## config.mk

```make
export PLATFORM = sky130hd
export DESIGN_NAME = epc_prog_ctrl
export DESIGN_NICKNAME = d
export VERILOG_FILES = /design/src/logic/epc_pkg.sv /design/src/logic/epc_prog_ctrl.sv
export VERILOG_INCLUDE_DIRS = /design/src /design/src/logic
export SDC_FILE = /design/constraint.sdc
export NUM_CORES = 1
export LEC_CHECK = 0
export BUFFER_PORTS_ARGS = -buffer_cell sky130_fd_sc_hd__buf_2
export CAP_MARGIN = 20
export CORE_ASPECT_RATIO = 1.4
export CORE_UTILIZATION = 28
export CTS_CLUSTER_SIZE = 12
export DETAILED_ROUTE_END_ITERATION = 6
export GPL_ROUTABILITY_DRIVEN = 0
export GPL_TIMING_DRIVEN = 0
export SYNTH_ARGS = -nofsm -noshare
export SYNTH_HDL_FRONTEND = slang
export SYNTH_SLANG_ARGS = --single-unit
```

## constraint.sdc

```tcl
create_clock -name mclk -period 3.3 [get_ports mclk]
set_input_delay 0.33 -clock mclk [delete_from_list [all_inputs] [get_ports mclk]]
set_output_delay 0.33 -clock mclk [all_outputs]
set_load 0.02 [all_outputs]
```

## src/logic/epc_consts.svh

```systemverilog
`ifndef EPC_CONSTS_SVH
`define EPC_CONSTS_SVH

// Register byte offsets on the AHB-Lite slave.
`define EPC_OFF_CTRL     8'h00
`define EPC_OFF_ADDR     8'h04
`define EPC_OFF_WDATA    8'h08
`define EPC_OFF_RDATA    8'h0C
`define EPC_OFF_STATUS   8'h10
`define EPC_OFF_IRQSTAT  8'h14
`define EPC_OFF_IRQMASK  8'h18
`define EPC_OFF_FAILADDR 8'h1C

// Field positions.
`define EPC_CTRL_START   0
`define EPC_STAT_BUSY    0
`define EPC_STAT_FAIL    1
`define EPC_IRQ_DONE     0
`define EPC_IRQ_FAIL     1

// Array geometry and programming limits.
`define EPC_ADDR_W       18
`define EPC_DEPTH        262144
`define EPC_MAX_PULSES   4'hA

// Timing in nanoseconds and derived cycle counts at mclk.
`define EPC_CLK_NS       25
`define EPC_PULSE_NS     100000
`define EPC_ACCESS_NS    250
`define EPC_SETTLE_NS    2000
`define EPC_TURN_NS      100
`define EPC_PULSE_CYC    ((`EPC_PULSE_NS + `EPC_CLK_NS - 1) / `EPC_CLK_NS)
`define EPC_ACCESS_CYC   ((`EPC_ACCESS_NS + `EPC_CLK_NS - 1) / `EPC_CLK_NS)
`define EPC_SETTLE_CYC   ((`EPC_SETTLE_NS + `EPC_CLK_NS - 1) / `EPC_CLK_NS)
`define EPC_TURN_CYC     ((`EPC_TURN_NS + `EPC_CLK_NS - 1) / `EPC_CLK_NS)

`endif

```

## src/logic/epc_pkg.sv

```systemverilog
`default_nettype none
package epc_pkg;

	typedef enum logic [2:0] {
		ST_IDLE,
		ST_SETTLE,
		ST_PULSE,
		ST_TURN,
		ST_ACCESS
	} epc_state_e;

	typedef enum logic [1:0] {
		CMD_READ,
		CMD_PROGRAM,
		CMD_SIGNATURE,
		CMD_VERIFY
	} epc_cmd_e;

	typedef struct packed {
		logic [17:0] addr;
		logic        chipOnN;
		logic        outputOnN;
		logic        programPulseN;
		logic [7:0]  dataOut;
		logic        dataOe;
		logic        progSupplyHigh;
		logic        idUnlockHigh;
	} epc_pins_s;

	typedef struct packed {
		epc_state_e  st;
		epc_cmd_e    cmd;
		logic [11:0] timer;
		logic [3:0]  pulses;
		logic [17:0] addrReg;
		logic [7:0]  wdataReg;
		logic [7:0]  rdataReg;
		logic [17:0] failAddrReg;
		logic        failReg;
		logic [1:0]  irqStatReg;
		logic [1:0]  irqMaskReg;
		logic [7:0]  sync1;
		logic [7:0]  sync2;
		logic        wrPend;
		logic [7:0]  wrAddr;
		logic [31:0] hrdata;
		logic        ready;
		logic        resp;
		logic        irq;
		epc_pins_s   pins;
	} epc_regs_s;

endpackage
`default_nettype wire

```

## src/logic/epc_prog_ctrl.sv

```systemverilog
`timescale 1ns/1ps
`default_nettype none
`include "epc_consts.svh"

module epc_prog_ctrl
	import epc_pkg::*;
(
	input  wire logic        mclk,
	input  wire logic        rstn,
	input  wire logic        hsel,
	input  wire logic [31:0] haddr,
	input  wire logic [1:0]  htrans,
	input  wire logic        hwrite,
	input  wire logic [2:0]  hsize,
	input  wire logic [31:0] hwdata,
	input  wire logic        hready,
	output logic             hreadyout,
	output logic             hresp,
	output logic      [31:0] hrdata,
	output logic             irq,
	output var epc_pins_s    pins,
	input  wire logic [7:0]  dataIn
);

	epc_regs_s cur;
	epc_regs_s nxt;

	assign hreadyout = cur.ready;
	assign hresp     = cur.resp;
	assign hrdata    = cur.hrdata;
	assign irq       = cur.irq;
	assign pins      = cur.pins;

	always_comb begin
		logic       addrPhase;
		logic       finish;
		logic       failNow;
		logic [1:0] setStat;
		addrPhase = hsel && htrans[1] && hready;
		finish    = 1'b0;
		failNow   = 1'b0;
		setStat   = 2'b00;
		nxt       = cur;
		nxt.ready = 1'b1;
		nxt.resp  = 1'b0;

		// Two-stage synchroniser for the data lines coming back from the device.
		nxt.sync1 = dataIn;
		nxt.sync2 = cur.sync1;

		// Address phase: latch write target, prepare read data for the data phase.
		nxt.wrPend = addrPhase && hwrite && (hsize == 3'b010);
		nxt.wrAddr = {haddr[7:2], 2'b00};
		if (addrPhase && !hwrite) begin
			unique case ({haddr[7:2], 2'b00})
				`EPC_OFF_CTRL:     nxt.hrdata = {29'h0, cur.cmd, 1'b0};
				`EPC_OFF_ADDR:     nxt.hrdata = {14'h0, cur.addrReg};
				`EPC_OFF_WDATA:    nxt.hrdata = {24'h0, cur.wdataReg};
				`EPC_OFF_RDATA:    nxt.hrdata = {24'h0, cur.rdataReg};
				`EPC_OFF_STATUS:   nxt.hrdata = {24'h0, cur.pulses, 2'b00, cur.failReg,
					cur.st != ST_IDLE};
				`EPC_OFF_IRQSTAT:  nxt.hrdata = {30'h0, cur.irqStatReg};
				`EPC_OFF_IRQMASK:  nxt.hrdata = {30'h0, cur.irqMaskReg};
				`EPC_OFF_FAILADDR: nxt.hrdata = {14'h0, cur.failAddrReg};
				default:           nxt.hrdata = 32'h0;
			endcase
		end

		// Data phase of a write.
		if (cur.wrPend) begin
			unique case (cur.wrAddr)
				`EPC_OFF_ADDR: begin
					if (cur.st == ST_IDLE) begin
						nxt.addrReg = hwdata[17:0];
					end
				end
				`EPC_OFF_WDATA: begin
					if (cur.st == ST_IDLE) begin
						nxt.wdataReg = hwdata[7:0];
					end
				end
				`EPC_OFF_IRQSTAT: nxt.irqStatReg = cur.irqStatReg & ~hwdata[1:0];
				`EPC_OFF_IRQMASK: nxt.irqMaskReg = hwdata[1:0];
				default: ;
			endcase
		end

		unique case (cur.st)
			ST_IDLE: begin
				// A start while busy is dropped because the state is not idle.
				if (cur.wrPend && cur.wrAddr == `EPC_OFF_CTRL && hwdata[`EPC_CTRL_START]) begin
					nxt.cmd               = epc_cmd_e'(hwdata[2:1]);
					nxt.failReg           = 1'b0;
					nxt.pulses            = 4'h0;
					nxt.pins.chipOnN      = 1'b0;
					nxt.pins.programPulseN = 1'b1;
					nxt.pins.addr         = nxt.addrReg;
					unique case (epc_cmd_e'(hwdata[2:1]))
						CMD_READ, CMD_VERIFY: begin
							nxt.pins.outputOnN = 1'b0;
							nxt.st             = ST_ACCESS;
							nxt.timer          = 12'(`EPC_ACCESS_CYC + 1);
						end
						CMD_PROGRAM: begin
							nxt.pins.outputOnN      = 1'b1;
							nxt.pins.dataOut        = nxt.wdataReg;
							nxt.pins.dataOe         = 1'b1;
							nxt.pins.progSupplyHigh = 1'b1;
							nxt.st                  = ST_SETTLE;
							nxt.timer               = 12'(`EPC_SETTLE_CYC - 1);
						end
						CMD_SIGNATURE: begin
							nxt.pins.addr         = {17'h0, nxt.addrReg[0]};
							nxt.pins.outputOnN    = 1'b1;
							nxt.pins.idUnlockHigh = 1'b1;
							nxt.st                = ST_SETTLE;
							nxt.timer             = 12'(`EPC_SETTLE_CYC - 1);
						end
					endcase
				end
			end
			ST_SETTLE: begin
				if (cur.timer != 12'h0) begin
					nxt.timer = cur.timer - 12'h1;
				end else if (cur.cmd == CMD_PROGRAM) begin
					nxt.pins.programPulseN = 1'b0;
					nxt.pulses             = cur.pulses + 4'h1;
					nxt.st                 = ST_PULSE;
					nxt.timer              = 12'(`EPC_PULSE_CYC - 1);
				end else begin
					nxt.pins.outputOnN = 1'b0;
					nxt.st             = ST_ACCESS;
					nxt.timer          = 12'(`EPC_ACCESS_CYC + 1);
				end
			end
			ST_PULSE: begin
				if (cur.timer != 12'h0) begin
					nxt.timer = cur.timer - 12'h1;
				end else begin
					// Data stays driven past the rising edge of the pulse.
					nxt.pins.programPulseN = 1'b1;
					nxt.st                 = ST_TURN;
					nxt.timer              = 12'(`EPC_TURN_CYC - 1);
				end
			end
			ST_TURN: begin
				if (cur.timer != 12'h0) begin
					nxt.timer = cur.timer - 12'h1;
				end else begin
					nxt.pins.dataOe    = 1'b0;
					nxt.pins.outputOnN = 1'b0;
					nxt.st             = ST_ACCESS;
					nxt.timer          = 12'(`EPC_ACCESS_CYC + 1);
				end
			end
			ST_ACCESS: begin
				// The wait covers the access time plus the two synchroniser stages.
				if (cur.timer != 12'h0) begin
					nxt.timer = cur.timer - 12'h1;
				end else begin
					nxt.rdataReg = cur.sync2;
					unique case (cur.cmd)
						CMD_READ, CMD_SIGNATURE: finish = 1'b1;
						CMD_VERIFY: begin
							finish  = 1'b1;
							failNow = cur.sync2 != cur.wdataReg;
						end
						CMD_PROGRAM: begin
							if (cur.sync2 == cur.wdataReg) begin
								finish = 1'b1;
							end else if (cur.pulses == `EPC_MAX_PULSES) begin
								finish  = 1'b1;
								failNow = 1'b1;
							end else begin
								nxt.pins.outputOnN = 1'b1;
								nxt.pins.dataOe    = 1'b1;
								nxt.st             = ST_SETTLE;
								nxt.timer          = 12'(`EPC_SETTLE_CYC - 1);
							end
						end
					endcase
				end
			end
		endcase

		if (finish) begin
			nxt.st                  = ST_IDLE;
			nxt.pins.chipOnN        = 1'b1;
			nxt.pins.outputOnN      = 1'b1;
			nxt.pins.programPulseN  = 1'b1;
			nxt.pins.dataOe         = 1'b0;
			nxt.pins.progSupplyHigh = 1'b0;
			nxt.pins.idUnlockHigh   = 1'b0;
			setStat[`EPC_IRQ_DONE]  = 1'b1;
			if (failNow) begin
				nxt.failReg            = 1'b1;
				nxt.failAddrReg        = cur.pins.addr;
				setStat[`EPC_IRQ_FAIL] = 1'b1;
			end
		end

		// Hardware set is applied after the software clear so it wins.
		nxt.irqStatReg = nxt.irqStatReg | setStat;
		nxt.irq        = |(nxt.irqStatReg & nxt.irqMaskReg);
	end

	always_ff @(posedge mclk or negedge rstn) begin
		if (!rstn) begin
			cur                    <= '0;
			cur.pins.chipOnN       <= 1'b1;
			cur.pins.outputOnN     <= 1'b1;
			cur.pins.programPulseN <= 1'b1;
		end else begin
			cur <= nxt;
		end
	end

endmodule
`default_nettype wire

```

# --- After elaboration in Yosys (flattened, before gate mapping) ---
# Index checks and enable logic that the tools add are counted.
classes:
  bitwise_logic: 5
  muxes: 70
  addsub: 2
  n_reduce_logical: 40
  n_eq_ne: 42
ops:
  columns: ["operator", "count"]
  rows:
  - ["18-bit case mux with 8 select lines", 1]
  - ["12-bit two-way mux", 8]
  - ["12-bit case mux with 5 select lines", 1]
  - ["18-bit two-way mux", 3]
  - ["6-bit by 3-bit equality test with 1-bit output, second input constant", 6]
  - ["3-bit inequality test, second input constant", 12]
  - ["3-bit two-way mux", 11]
  - ["26-bit two-way mux", 1]
  - ["12-bit case mux with 2 select lines", 1]
  - ["1-bit two-way mux", 22]
  - ["21-bit two-way mux", 1]
  - ["6-bit by 2-bit equality test with 1-bit output, second input constant", 3]
  - ["8-bit two-way mux", 2]
  - ["8-bit AND reduction", 2]
  - ["3-bit case mux with 5 select lines", 1]
  - ["14-bit two-way mux", 1]
  - ["6-bit by 1-bit equality test with 1-bit output, second input constant", 2]
  - ["4-bit two-way mux", 3]
  - ["12-bit nonzero test", 1]
  - ["12-bit by 1-bit subtractor with 12-bit output, second input constant", 1]
  - ["10-bit two-way mux", 1]
  - ["2-bit two-way mux", 5]
  - ["2-bit nonzero test", 5]
  - ["3-bit by 2-bit equality test with 1-bit output, second input constant", 3]
  - ["other kinds (36)", 62]
word_totals:
  wordCells: 185
  register_bits: 167
  out_inout_bits: 67
  in_bits: 82

# --- Depth between registers and ports, before layout ---
# Gate-level depths: netlist of run 1.
logic_depth:
  depth_word: 11
  mapped_depth: 9
  depth_no_buf: 7

# --- Worst setup path before layout of run 1 ---
# OpenSTA, ideal clock, no wires.
synth_path:
  path_kind: "register -> register"
  startpoint: "register cur[153] in the netlist's numbering"
  endpoint: "register pins[2] (netlist name)"
  arrival_time_ps: 2157
  n_path_buf: 2
  synth_period_minus_slack_ps: 2282
  setup_time_ps: 125
  path_stages_with_launch: 10
  required_ps: 3175
  setup_slack_ps: 1018
  path_cell_list: "dfrtp_1 inv_1 ha_1 or4b_1 buf_2 nor3_2 buf_4 nand3_1 o31ai_1 mux2_2"
synth_via:
  elab_chain_cells: 5
  word_cells_on_any_way: 13
  cone_classes: "eq/ne (7); mux (3); reduce/logical (3)"
synth_rtl:
  columns: ["item", "line", "text"]
  rows:
  - ["from (decl)", "epc_prog_ctrl.sv:25", "epc_regs_s cur;"]
  - ["from (signal assigned)", "epc_prog_ctrl.sv:214", "cur <= nxt;"]
  - ["12-bit nonzero test (*)", "epc_prog_ctrl.sv:147, epc_prog_ctrl.sv:158", null]
  - ["1-bit two-way mux", "epc_prog_ctrl.sv:158", "if (cur.timer != 12'h0) begin"]
  - ["1-bit two-way mux", "epc_prog_ctrl.sv:88", "unique case (cur.st)"]
  - ["3-bit by 1-bit inequality test with 1-bit output (no source line) (tied with other cells)", null, null]
  - ["8-bit AND reduction (no source line)", null, null]
# Every way passes the cells marked *; elsewhere a longest branch is shown, timed or not.
# A chain may end at the register's enable or synchronous reset.

==> summary.md, run 1 <==
| Metric | Value |
|---|---|
| # diodes | 0 |
| Gr ovfl total | 0 |
| Slew Limit Headroom | 0.365 |
| GRT Overall Usage | 0.149 |
| Largest net degree at the start of global routing | 80 |
| Fin crit period | 2.83 ns |
| Fmax | 0.354 GHz |
| Vias/cell | 4.81 |
| First-pass GRT wire length | a little over 30,000 µm |
| Routed WL | 19,300 µm |
| Post-Place Setup Slack | about 0.51 ns |
| CTS tree | built |
| Total power | approximately 4.3 mW |
| Synth area leader | dfrtp_1 |
| Most used cell, CP | clkbuf_1 |
| Layout cell share with drive strength beyond 1 | 0.314 |
| Setup crit end kind | register |
| # DRC | 0 |
| Worst r2r path cells | 7 |
| Reg-to-Reg Start | cur[168]$_DFFE_PN0P_ |
| Slowest CP cell | nor3b_1 |
| Die Span Y | roughly 200 µm |
| Clk Latency, worst-skew pair | about 0.43 ns |
| Pleak | ~4.5 nW |
| Routed len/inst | 17.1 µm |
| Finish-stage setup viols | 0 |
| CP Launch Type | register |
| Post-Syn Area | around 7400 µm² |
| Sink Count | ~150 |
| Commonest non-fill, non-tap cell in the layout | dfrtp_1 |
| Post-CTS Setup Repair Bufs | 0 |
| Core Util, Final | 0.349 |
| Critical Path AT | 3.15 ns |
| Yosys cell types | 70 |
| Io pins | 149 |
| # port buffers | 92 |
| Die Wd | 139 µm |
| Reg2reg end | irq$_DFF_PN0_ |
| Core area | about 26,000 µm² |
| Sw frac | 0.217 |
| Crit. Startpoint | cur[168]$_DFFE_PN0P_ |
| Syn avg cell area | about 11 µm² |
| Main synth FF type | dfrtp_1 |
| CP Class | reg2reg |
| Asr flop ratio synth | 1.00 |
| Initial cell density of the core | 0.285 |
| Non-Filler Instances | around 1,100 |
| Critical-path cell list | clkbuf_1 > nor3b_1 > nand4_1 > a211o_1 > clkbuf_1 > a21boi_1 > o22ai_1 |
| WHS | 0.00735 ns |
| Synth-to-Final Area Change | 22.6% |
| Slowest stage delay, CP | 0.61 ns |
| Peak VDD IR | 0.000346 V |
| Vias post-DR | 5,436 |
| DRT antenna net count | 0 |
| Initial antenna violation count | 0 |
| Vias in the first global route | 5,404 |
| Required time of the critical path | between 3 and 4 ns |
| Register area share after synthesis | 0.518 |
| Status | completed |
| RSZ-0062 raised after global routing | false |
| Hold Violations, Final | 0 |
| Max_cap viols | 0 |
| CTS resizes | 0 |
| Pwr per Cell Area | 478 nW/µm² |
| Synth area leaders | dfrtp_1, buf_4, mux2_2 |
| Worst slew pin tran | 0.946 ns |
| Most frequent cells in the layout | dfrtp_1, buf_2, buf_4 |
| Post-route setup slack | 0.474 ns |
| Inserted Clock Buffers | 17 |
| Setup TNS | 0 ns |
| Placed cell count | 1,093 |
| Number of synthesized flops with an enable pin | 0 |
| Clock Tree Buf Depth | 2 |
| Hpwl dp | 14,300 µm |
| CTS root buf | clkbuf_16 |
| Reg power frac | 0.449 |
| Setup crit end | irq$_DFF_PN0_ |
| Int Power | 3.40 mW |
| Hold Crit Class | in2reg |
| Yosys top cell area share | 0.507 |
| Clk pin slew, worst setup/hold paths | 0.06 ns |
| Critical path fanouts, max | 10 |
| Dpl cell area | 8360 µm² |
| DRT iter0 DRCs | 299 |
| Comb pwr share | 0.056 |
| Ys Warns | 0 |
| Die area | 27,100 µm² |
| Switching power | roughly 0.94 mW |
| Max Slew Vio Count | 0 |
| Tcrit/Tclk final | 0.856 |
| Clock power frac | 0.495 |
| Layout Nets | 883 |
| H-tree levels | 4 |
| Setup Skew | between 0.009 and 0.01 ns |
| Drt pass-1 iters | 4 |
| Row count | 70 |
| Flops & latches, synth | 153 |
| R2R Setup Slk | roughly 0.47 ns |
| Cells after Synth | 662 |
| Fin area | between 9000 and 10,000 µm² |
==> power by group through the flow <==
| stage | Clock, mW | Combinational (mW) | Sequential, mW |
|---|---|---|---|
| 6_report | 2.15 | 0.243 | 1.95 |
| 3_5_place_dp | 0 | 0.240 | 1.98 |
| 2_1_floorplan | 0 | 0.128 | 1.97 |
| 4_1_cts | 2.18 | 0.247 | 1.95 |
| 3_3_place_gp | 0 | 0.233 | 1.98 |
| 5_1_grt | 2.26 | 0.269 | 1.95 |
==> kinds of logic (layout without fill, tap and decap cells) <==
group,count (synthesis),after routing,share of synthesized area
xor gates and xnor gates,12,12,0.0142
and+or+nand+nor,173,173,0.125
muxes,70,70,0.107
other,2,16,0.00101
adders and majority gates,6,6,0.0101
buffers and inverters,106,237,0.0901
AOI/OAI and AO/OA,140,140,0.135
DFF,153,153,0.518
==> per-layer routing <==
metal	routed length [µm]	up-vias	track usage
met5	0	-	0
met4	488	0	0.0663
met3	534	28	0.0234
met2	10500	114	0.275
met1	7720	2716	0.166
li1	-	2578	-
==> how the worst min path moves through the flow <==
| stage | start | to | depth (start not counted) |
|---|---|---|---|
| floorplan | rstn | cur[100]$_DFFE_PN0P_ | 0 |
| global placement | cur[86]$_DFF_PN0_ | cur[78]$_DFF_PN0_ | 0 |
| detailed placement | cur[90]$_DFF_PN0_ | cur[82]$_DFF_PN0_ | 0 |
| CTS | dataIn[4] | cur[88]$_DFF_PN0_ | 1 |
| global route | dataIn[4] | cur[88]$_DFF_PN0_ | 1 |
| finish | dataIn[4] | cur[88]$_DFF_PN0_ | 1 |
==> cells in the mapped netlist (3+ instances only) <==
master / instances
xnor2_1: 10
nand4_1: 4
nor3b_1: 3
dfstp_2: 3
mux2_2: 36
a22o_1: 24
clkbuf_1: 20
mux2_1: 26
ha_1: 6
and3_1: 5
a22oi_1: 17
nor3_1: 13
buf_4: 66
a211o_1: 4
o21ai_1: 3
a21oi_1: 21
buf_2: 5
nand2_1: 65
a31oi_1: 3
inv_1: 11
nor4b_1: 3
o21ai_0: 27
nor4_2: 3
or2_2: 4
a21o_1: 8
a221oi_1: 7
mux2i_1: 7
dfrtp_1: 150
or3_1: 5
o31ai_1: 6
nor2_1: 20
or4_1: 3
a211oi_1: 3
nor2b_1: 8
nand3_1: 14
and4_1: 3
==> area by class of cell <==
cell class	count	area, µm²
Buffer	95	626
Clock buffer	20	457
Clock inverter	11	195
Fill cell	2600	16900
Inverter	11	41.3
Multi-Input combinational cell	417	2960
Sequential cell	153	3830
Tap cell	324	405
Timing Repair Buffer	100	564
==> worst max-delay path: cells and delay by family (launching register included) <==
family,cells,cell delay [ns]
AOI/OAI and AO/OA,3,0.88
buffers and inverters,2,0.55
DFF,1,0.36
and+or+nand+nor,2,0.93
==> sequential cells by signal, summed over array words and instances, names as in the netlist <==
register	cells
hreadyout	1
irq	1
hrdata	18
pins	32
cur	101
==> repair_timing <==
action,CTS,global route
setup endpoints to repair,0,0
hold endpoints to repair,77,0
hold buffers,7,0
Power figures use the tool's default switching activity.
==> inputs of run 2 (changes only) <==
Settings changed: CELL_PAD_IN_SITES_DETAIL_PLACEMENT set to 1, CELL_PAD_IN_SITES_GLOBAL_PLACEMENT set to 2, CORE_MARGIN set to 4, PLACE_DENSITY_LB_ADDON set to 0.1.
==> run 2 against run 1 <==
Net effect: sequential cell count unchanged; critical path type unchanged; largest cell class unchanged; sequential power is essentially flat; setup slack lost 0.077 ns; total power down 2.9%; largest power group unchanged; non-clock buffer count increased by 3.
==> summary.md, run 2 (same netlist as run 1, synthesis figures left out) <==
| Metric | Value |
|---|---|
| Status | completed |
| Setup TNS | 0 ns |
| Post-Place Setup Slack | 0.277 ns |
| Setup Skew | 0.0131 ns |
| Core area | between 20,000 and 30,000 µm² |
| Fin crit period | ~2.9 ns |
| Synth-to-Final Area Change | 22.3% |
| Worst r2r path cells | 7 |
| Fmax | 0.344 GHz |
| Critical Path AT | roughly 3.2 ns |
| First-pass GRT wire length | 37,000 µm |
| DRT iter0 DRCs | 170 |
| Slew Limit Headroom | 0.427 |
| Gr ovfl total | 0 |
| Row count | 70 |
| Initial cell density of the core | 0.284 |
| Drt pass-1 iters | 4 |
| CTS root buf | clkbuf_16 |
| Max_cap viols | 0 |
| Io pins | 149 |
| Routed WL | between 20,000 and 25,000 µm |
| Clock Tree Buf Depth | 2 |
| # diodes | 0 |
| # DRC | 0 |
| Most flops, register | cur |
| Routed len/inst | 20.8 µm |
| DRT antenna net count | 0 |
| Vias in the first global route | 6,298 |
| Clk pin slew, worst setup/hold paths | 0.06 ns |
| Clock power frac | 0.477 |
| Max Slew Vio Count | 0 |
| Initial antenna violation count | 0 |
| Total power | 4.21 mW |
| Hold Crit Class | in2reg |
| Metal-1 WL | 9080 µm |
| Layout Nets | 886 |
| Sink Count | 153 |
| Hold Violations, Final | 0 |
| Post-CTS Setup Repair Bufs | 0 |
| Die Wd | 145 µm |
| GRT Overall Usage | 0.166 |
| CP Class | reg2reg |
| Critical path fanouts, max | 10 |
| Finish-stage setup viols | 0 |
| Int Power | 3.23 mW |
| Met3 wire len | 502 µm |
| Highest Signal Layer | met4 |
| CP Launch Type | register |
| Vias post-DR | 5,542 |
| Post-route setup slack | 0.397 ns |
| RSZ-0062 raised after global routing | false |
| Vias/cell | roughly 4.9 |
| Pleak | 4.44 nW |
| Largest net degree at the start of global routing | 120 |
| H-tree levels | 4 |
| Reg power frac | 0.463 |
| Die area | 29,100 µm² |
| Peak VDD IR | 0.000321 V |
| Commonest non-fill, non-tap cell in the layout | dfrtp_1 |
| Required time of the critical path | 3.63 ns |
| Clk Latency, worst-skew pair | 0.43 ns |
| Hold path cells | 1 |
| Inserted Clock Buffers | 17 |
| CTS tree | built |
| Pwr per Cell Area | between 400 and 500 nW/µm² |
| Setup crit end kind | register |
| Tcrit/Tclk final | 0.880 |
| Most frequent cells in the layout | dfrtp_1, buf_2, buf_4 |
| # port buffers | between 90 and 100 |
| Die Span Y | 200 µm |
| Comb pwr share | 0.060 |
| Sw frac | 0.234 |
| Switching power | approximately 1 mW |
| Hpwl dp | 17,600 µm |
| Metal2 WL | 13,300 µm |
| Layout cell share with drive strength beyond 1 | 0.312 |
| Worst slew pin tran | 0.853 ns |
| Max reg flops | between 100 and 150 |
run 2: layer usage:
metal  global-route usage  vias up
met3               0.0251       39
li1                     -     2570
met4               0.0682        0
met5                    0        -
met2                0.319       95
met1                0.180     2838
run 2: final cells by class:
| cell class | instances | area (µm²) |
|---|---|---|
| multi-input combinational | 417 | 2960 |
| timing repair buffer | 103 | 596 |
| clock buffer | 20 | 447 |
| clock inverter | 11 | 148 |
| tap | 324 | 405 |
| sequential | 153 | 3830 |
| buffer | 95 | 626 |
| inverter | 11 | 41.3 |
| fill | 2974 | 17000 |
run 2: worst max-delay path, stage by stage (launching register included):
cell      delay, ns
dfrtp_1        0.36
clkbuf_1       0.20
nor3b_1        0.63
nand4_1        0.36
a211o_1        0.35
clkbuf_1       0.38
a21boi_1       0.29
o22ai_1        0.23
run 2: power by group through the flow:
stage / clock (mW) / sequential [mW] / combinational (mW)
global route: 2.15 / 1.95 / 0.281
floorplan: 0 / 1.97 / 0.128
global placement: 0 / 1.98 / 0.239
CTS: 2.08 / 1.95 / 0.260
finish: 2.01 / 1.95 / 0.253
detailed placement: 0 / 1.98 / 0.250
run 2: repair_timing:
item | CTS | global route
hold buffers | 9 | 0
setup endpoints to repair | 0 | 0
endpoints found under the hold margin | 40 | 0
gates resized for setup | 0 | 0
run 2: metrics by stage:
stage | utilization | area (µm²) | instances | hold WS (ns)
2_1_floorplan | - | 7460 | 676 | 0.0344
3_3_place_gp | 0.319 | 8320 | 1092 | 0.338
3_5_place_dp | 0.320 | 8360 | 1093 | 0.234
4_1_cts | 0.347 | 9040 | 1133 | 0.0120
5_1_grt | 0.347 | 9050 | 1134 | 0.0211
6_report | 0.347 | 9050 | 1134 | 0.0391
run 2: final timing paths:
check / endpoint / slack [ns] / start
worst min register to register: cur[78]$_DFF_PN0_ / 0.35 / cur[86]$_DFF_PN0_
worst max register to register: irq$_DFF_PN0_ / 0.40 / cur[168]$_DFFE_PN0P_
max in group asynchronous: hrdata[5]$_DFFE_PN0P_ / 2.04 / rstn
min in group asynchronous: irq$_DFF_PN0_ / 0.36 / rstn
worst min-delay path: cur[73]$_DFF_PN0_ / 0.04 / haddr[6]
worst max-delay path: irq$_DFF_PN0_ / 0.40 / cur[168]$_DFFE_PN0P_
